## config.mk

```make
export PLATFORM = sky130hd
export DESIGN_NAME = fuc_split_check
export DESIGN_NICKNAME = d
export VERILOG_FILES = /design/src/core/fuc_pkg.sv /design/src/core/fuc_split_check.sv
export SDC_FILE = /design/constraint.sdc
export NUM_CORES = 1
export LEC_CHECK = 0
export ABC_AREA = 1
export BUFFER_PORTS_ARGS = -buffer_cell sky130_fd_sc_hd__buf_2
export CAP_MARGIN = 20
export CORE_ASPECT_RATIO = 0.7
export CORE_MARGIN = 2
export CORE_UTILIZATION = 44
export CTS_BUF_LIST = sky130_fd_sc_hd__clkbuf_8
export CTS_CLUSTER_SIZE = 30
export DETAILED_ROUTE_END_ITERATION = 10
export GPL_ROUTABILITY_DRIVEN = 0
export GPL_TIMING_DRIVEN = 0
export PLACE_DENSITY = 0.76
export SYNTH_ARGS = -nofsm -noshare
export SYNTH_HDL_FRONTEND = slang
export SYNTH_SLANG_ARGS = --single-unit
```

## constraint.sdc

```tcl
create_clock -name core_clk_i -period 1.3 [get_ports core_clk_i]
set_clock_uncertainty 0.05 [all_clocks]
set_input_delay 0.065 -clock core_clk_i [delete_from_list [all_inputs] [get_ports core_clk_i]]
set_output_delay 0.065 -clock core_clk_i [all_outputs]
set_load 0.02 [all_outputs]
```

## src/core/fuc_pkg.sv

```systemverilog
// Purpose: shared constants for the fused micro-op split check
// Assumes: one core clock, operand presence flags from decode
// Notes:   source count fits in 3 bits (max 6)
package fuc_pkg;
   localparam int          FUC_CNT_W     = 3;
   localparam logic [2:0]  FUC_MAX_FUSED = 3'h3;
   localparam logic [2:0]  FUC_MEM_MAX   = 3'h2;
   localparam int          FUC_UOP_W     = 32;
   typedef enum logic [1:0] {
      FUC_IDLE,
      FUC_SECOND
   } fuc_state_t;
endpackage : fuc_pkg

```

## src/core/fuc_split_check.sv

```systemverilog
// Purpose: counts fused instruction sources and splits into two micro-ops when over three
// Assumes: decode gives operand presence flags and the two halves of a fused entry
// Notes:   one instruction accepted per cycle when idle; split costs one extra cycle
`timescale 1ns/1ps
//////////////////////////////////////////////////////////////////////////////////////////
// What this block does
// - split when counted sources exceed three
// - split entry becomes exactly two micro-ops
// - count base, index, src, dst, srcdst only
// - memory operand contributes at most two sources
// - scale and displacement never counted
// - index present implies base counted too
// - read-and-written register counts as two
module fuc_split_check
   import fuc_pkg::*;
#(
   parameter int UOP_W = FUC_UOP_W
) (
   input  wire logic             core_clk_i,
   input  wire logic             reset_n_i,
   input  wire logic             in_valid_i,
   output logic                  in_ready_o,
   input  wire logic             has_base_i,
   input  wire logic             has_index_i,
   input  wire logic             has_src_i,
   input  wire logic             has_dst_i,
   input  wire logic             has_srcdst_i,
   input  wire logic [UOP_W-1:0] fused_uop_i,
   input  wire logic [UOP_W-1:0] mem_uop_i,
   input  wire logic [UOP_W-1:0] op_uop_i,
   output logic                  out_valid_o,
   output logic [UOP_W-1:0]      out_uop_o,
   output logic                  out_split_o,
   output logic [FUC_CNT_W-1:0]  out_count_o
);
   //////////////////////////////////////////////////////////////////////////////////////
   // held parks the register half while the memory half is on the output
   typedef struct packed {
      fuc_state_t             st;
      logic                   rdy;
      logic                   vld;
      logic [UOP_W-1:0]       uop;
      logic                   split;
      logic [FUC_CNT_W-1:0]   cnt;
      logic [UOP_W-1:0]       held;
   } fuc_regs_t;

   fuc_regs_t r_q;
   fuc_regs_t r_d;
   logic [FUC_CNT_W-1:0] mem_cnt;
   logic [FUC_CNT_W-1:0] reg_cnt;
   logic [FUC_CNT_W-1:0] total;
   logic                 need_split;
   logic                 take;

   //////////////////////////////////////////////////////////////////////////////////////
   always_comb begin
      // index forces the base slot, so base-less indexed forms still cost two
      mem_cnt = has_index_i ? 3'h2 : {2'h0, has_base_i};
      if (mem_cnt > FUC_MEM_MAX) begin
         mem_cnt = FUC_MEM_MAX;
      end
      // srcdst weighs two because one register is both read and written
      reg_cnt = {2'h0, has_src_i} + {2'h0, has_dst_i} + {1'b0, has_srcdst_i, 1'b0};
      total      = mem_cnt + reg_cnt;
      need_split = total > FUC_MAX_FUSED;
      // ready is the only gate: nothing downstream pushes back
      take       = in_valid_i && r_q.rdy;
      r_d        = r_q;
      r_d.vld    = 1'b0;
      case (r_q.st)
         FUC_IDLE: begin
            if (take) begin
               r_d.vld   = 1'b1;
               r_d.cnt   = total;
               r_d.split = need_split;
               if (need_split) begin
                  r_d.uop  = mem_uop_i;
                  r_d.held = op_uop_i;
                  r_d.st   = FUC_SECOND;
                  r_d.rdy  = 1'b0;
               end else begin
                  r_d.uop = fused_uop_i;
               end
            end
         end
         FUC_SECOND: begin
            // second half leaves at once, so no other micro-op can slip between
            r_d.vld = 1'b1;
            r_d.uop = r_q.held;
            r_d.st  = FUC_IDLE;
            r_d.rdy = 1'b1;
         end
         default: begin
            r_d.st  = FUC_IDLE;
            r_d.rdy = 1'b1;
         end
      endcase
   end

   //////////////////////////////////////////////////////////////////////////////////////
   always_ff @(posedge core_clk_i or negedge reset_n_i) begin
      if (!reset_n_i) begin
         // ready leaves reset high so the first offer after release is taken
         r_q       <= '0;
         r_q.st    <= FUC_IDLE;
         r_q.rdy   <= 1'b1;
      end else begin
         r_q <= r_d;
      end
   end

   //////////////////////////////////////////////////////////////////////////////////////
   assign in_ready_o  = r_q.rdy;
   assign out_valid_o = r_q.vld;
   assign out_uop_o   = r_q.uop;
   assign out_split_o = r_q.split;
   assign out_count_o = r_q.cnt;
endmodule : fuc_split_check

```

-- Word level (Yosys, flattened, before mapping)
Index checks and enable logic that the tools add are counted.
Widths: inputs -> output; s select.
- flip-flop bits (word level): 72
- word-level logic and storage cells: 30
- output and inout port bits: 38
- reduce and logical (&&, ||, !) cells: 7
- add/sub/neg operators: 3
- equal/unequal tests: 3
- order comparisons: 2
- multiplexer cells: 8
- operators with widths (kind ; count):
    $mux 72 ; 1
    $pmux 33 s2 ; 1
    $mux 32 ; 2
    $mux 3 ; 2
    $reduce_and 2->1 ; 3
    $mux 2 ; 2
    $ne 2x2->1 const B ; 2
    $add 2x2->3 ; 1
    $add 3x3->3 ; 1
    $gt 3x2->1 const B ; 1
    $reduce_and 3->1 ; 1
    $add 1x1->2 ; 1
    $eq 2x1->1 const B ; 1
    $gt 2x2->1 const B ; 1
    $logic_not 2->1 ; 1
    $reduce_bool 2->1 ; 1
    $logic_and 1x1->1 ; 1

-- Logic depth before layout (Yosys ltp)
- word-level depth: 8
- mapped depth: 11
- depth with buffers taken out: 10

-- Worst setup path before layout
No wires, ideal clock.
- kind: input port to flip-flop
- start point: in has_src_i
- end point: reg r_q[0] (netlist bit)
- setup slack: -0.208 ns
- cell stages on the path: 8
- path buffers: 2
- required time: 1.184 ns
- data arrival time: 1.392 ns
- cell sequence: inv_1 > fa_1 > inv_1 > fa_1 > buf_2 > buf_1 > nand3_1 > nand2_1
- word-level cells in the longest chain between the ends: 5
- ends and longest elaborated chain (element ; line ; RTL):
    from (decl) ; fuc_split_check.sv:25 ; input wire logic has_src_i,
    $add 1x1->2 ; fuc_split_check.sv:64 ; reg_cnt = {2'h0, has_src_i} + {2'h0, has_dst_i} + {1'b0, has_srcdst_i, 1'b0};
    $add 2x2->3 ; fuc_split_check.sv:64 ;
    $add 3x3->3 ; fuc_split_check.sv:65 ; total = mem_cnt + reg_cnt;
    net total[2] ; fuc_split_check.sv:52 ; logic [FUC_CNT_W-1:0] total;
    $gt 3x2->1 ; fuc_split_check.sv:66 ; need_split = total > FUC_MAX_FUSED;
    $reduce_and 3->1 (no source line) ; -- ;
    to (signal assigned) ; fuc_split_check.sv:109 ; r_q <= r_d;
    to (decl) ; fuc_split_check.sv:48 ; fuc_regs_t r_q;
The timed path passes the listed nets, and every way through them passes these cells.
A chain may end at the register's enable or synchronous reset.

-- Final worst setup path
- start point: reg r_q (netlist bit in_ready_o)
- end point: reg r_q[22] (netlist bit)
- word-level cells in the longest chain between the ends: 2
- ends and longest elaborated chain (element ; line ; RTL):
    $logic_and 1x1->1 ; fuc_split_check.sv:68 ; take = in_valid_i && r_q.rdy;
    $reduce_and 3->1 (no source line) ; -- ;
Every way passes these cells.

==> impl_metrics.yaml <==
run_status:
  status: "finished with violations"
  violations: "setup timing"
clock_network:
  cts_tree: "done"
  numCtsBuffers: 9
  clock_sinks: 71
  htreeDepth: 3
  clkTransAtPathRegs_ps: 90
  clk_latency_ps: 340
  clock_tree.buffer_depth: 2
  ctsRootBufferMaster: "clkbuf_8"
worst_setup_path:
  path_cells: "nand2_4 > nor2_4 > buf_12 > buf_8 > nand3_1 > nand2_1"
  critPathLaunch: "in_ready_o$_DFFE_PN1P_"
  required_ps: 1530
  crit_arrival_ps: 1610
  cpLargestDelayFamily: "flip-flops"
  crit_buf_inv: 2
  cp-end-kind: "flop"
  path_max_fanout: 10
  slowest_delay_ps: 560
  critPathLaunchType: "flop"
  slowest_stage: "dfstp_2"
  r2r-start: "in_ready_o$_DFFE_PN1P_"
  critPathKind: "flop to flop"
cells_and_area:
  final_cell_mix: "208 x nand2_1, 141 x buf_2, 93 x dlygate4sd3_1"
  num-nets-final: 850
  antenna_cells: 0
  layout-drive-gt1-share_pct: 37.9
  final_area_um2: 6170
  syn_to_final_growth_pct: 67.7
  final_common_cell: "nand2_1"
global_route:
  antenna_found_initial: 0
  grt_overflow: 0
  grt_max_degree: 72
  first_global_vias: 4049
  grt.total_usage_pct: 27.5
  grt_pass1_wl_um: 19400
power:
  power_uw: 10600
  p_leak_uw: 0.00336
  p_per_area_nw_per_um2: 1710
  ir_worst_vdd_v: 0.000835
sta:
  maxSlewViolCount: 0
  fmax_mhz: 728
  period_share_pct: 106
  finalHoldViolations: 0
  slew_headroom_pct: 39.2
  rsz0062_at_grt: "yes"
  tightestPinTransition_ps: 912
  period_minus_slack_ps: 1370
  setup_violations: 59
  whs_ps: 16.5
  setup_ws_ps: -74.3
synthesis:
  yosys_warnings: 0
  ys_seq_elements: 71
  synth.net_count: 588
  ys_types: 17
  synth-seq-area-share_pct: 48.3
  postSynthCellCount: 482
  avgSynthCellArea_um2: 7.63
  synthesis.area_um2: 3680
die:
  rows: 27
  core_um2: 7970
  dieArea_um2: 9120
  boundaryPins: 142
  die_height_um: 80.5
  start_util_pct: 46.2
  dieWidth_um: 113
place:
  placed_area_um2: 4630
  hpwl_um: 7270
  portBuffers: 141
drt:
  drc_errors: 0
  antenna_left: 0
  vias_per_cell: 4.96
  drt_iter0_markers: 256
  vias: 4218
  wl_per_cell_um: 15.1
  drtPass1Iterations: 5
  wirelength_um: 12800
hold_path:
  min_path_type: "primary input to flop"
  min-delay-start: "mem_uop_i[14]"
flow_run:
  drv_cap: 0
==> worst min-delay path: stages <==
cell	delay, ps
buf_2	80
nand2_1	40
nand2_1	70
nand2_1	50
nand3_1	60
==> Yosys cell counts <==
cell      number  area share (%)
buf_1          2            0.20
buf_2         11             1.5
buf_4         35             7.1
buf_6          6             1.8
clkbuf_1      11             1.1
dfrtp_1       70              48
dfstp_2        1            0.71
fa_1           2             1.1
inv_1          6            0.61
inv_2          1            0.10
nand2_1      234              24
nand2_2        1            0.17
nand3_1       97              13
nand4_2        1            0.34
nor2_1         2            0.20
nor2_2         1            0.17
o21ai_0        1            0.14
==> layout make-up <==
type                    count  area [µm²]
repair buffers            251        1840
multi-input cells         339        1610
plain buffers              65         577
clock buffers               9         124
well taps                 101         126
inverters                   7        43.8
flip-flops and latches     71        1780
fillers                   569        1800
clock inverters             7        72.6
==> final timing paths <==
check                                             to  slack [ps]  cells after the start
min in group asynchronous  out_uop_o[11]$_DFFE_PN0P_         350                      2
max                              r_q[22]$_DFFE_PN0P_         -70                      6
min reg2reg                       r_q[7]$_DFFE_PN0P_         420                      2
max in group asynchronous  out_uop_o[27]$_DFFE_PN0P_         250                      2
min                        out_uop_o[14]$_DFFE_PN0P_          20                      5
max reg2reg                      r_q[22]$_DFFE_PN0P_         -70                      6
==> where the power goes <==
group	internal, µW	switching (µW)	leakage, µW
Clock	889	885	0.0000956
Combinational	2380	2600	0.00237
Sequential	3220	600	0.000888
==> through the flow <==
| step | setup slack (ps) | TNS [ps] | util, % | std cells |
|---|---|---|---|---|
| 3_5_place_dp | -452 | -27390 | 58.1 | 724 |
| 2_1_floorplan | -88.7 | -4520 | - | 482 |
| 5_1_grt | -124 | -5460 | 77.4 | 850 |
| 3_3_place_gp | -414 | -41550 | 58.1 | 724 |
| 6_report | -74.3 | -1980 | 77.4 | 850 |
| 4_1_cts | -20.2 | -133 | 73.5 | 841 |
==> flip-flops by register name, indices dropped and copies added, names as in the netlist <==
| name | cells |
|---|---|
| in_ready_o | 1 |
| out_count_o | 3 |
| out_split_o | 1 |
| out_uop_o | 32 |
| out_valid_o | 1 |
| r_q | 33 |
==> logic make-up (layout without fill, tap and decap cells) <==
group                    Yosys count  in the layout  synth area share, %
AND/OR/NAND/NOR                  336            336                 37.9
AO/OA/AOI/OAI                      1              1                0.136
buffers and inverters             72            339                 12.5
adder cells (fa/ha/maj)            2              2                 1.09
flip-flops                        71             71                 48.3
==> repair_timing <==
action	CTS	global route
hold endpoints to repair	133	0
cloned	2	3
setup endpoints to repair	64	69
buffers inserted	6	7
hold buffers	93	0
gates resized for setup	14	66
pin swaps	5	10
==> metal layers <==
layer	global-route usage (%)	wire length, µm	up-vias
li1	-	-	2014
met1	34.7	5290	1981
met2	47.2	6410	186
met3	5.58	807	37
met4	9.88	344	0
met5	0	0	-
(Power assumes the default switching activity.)
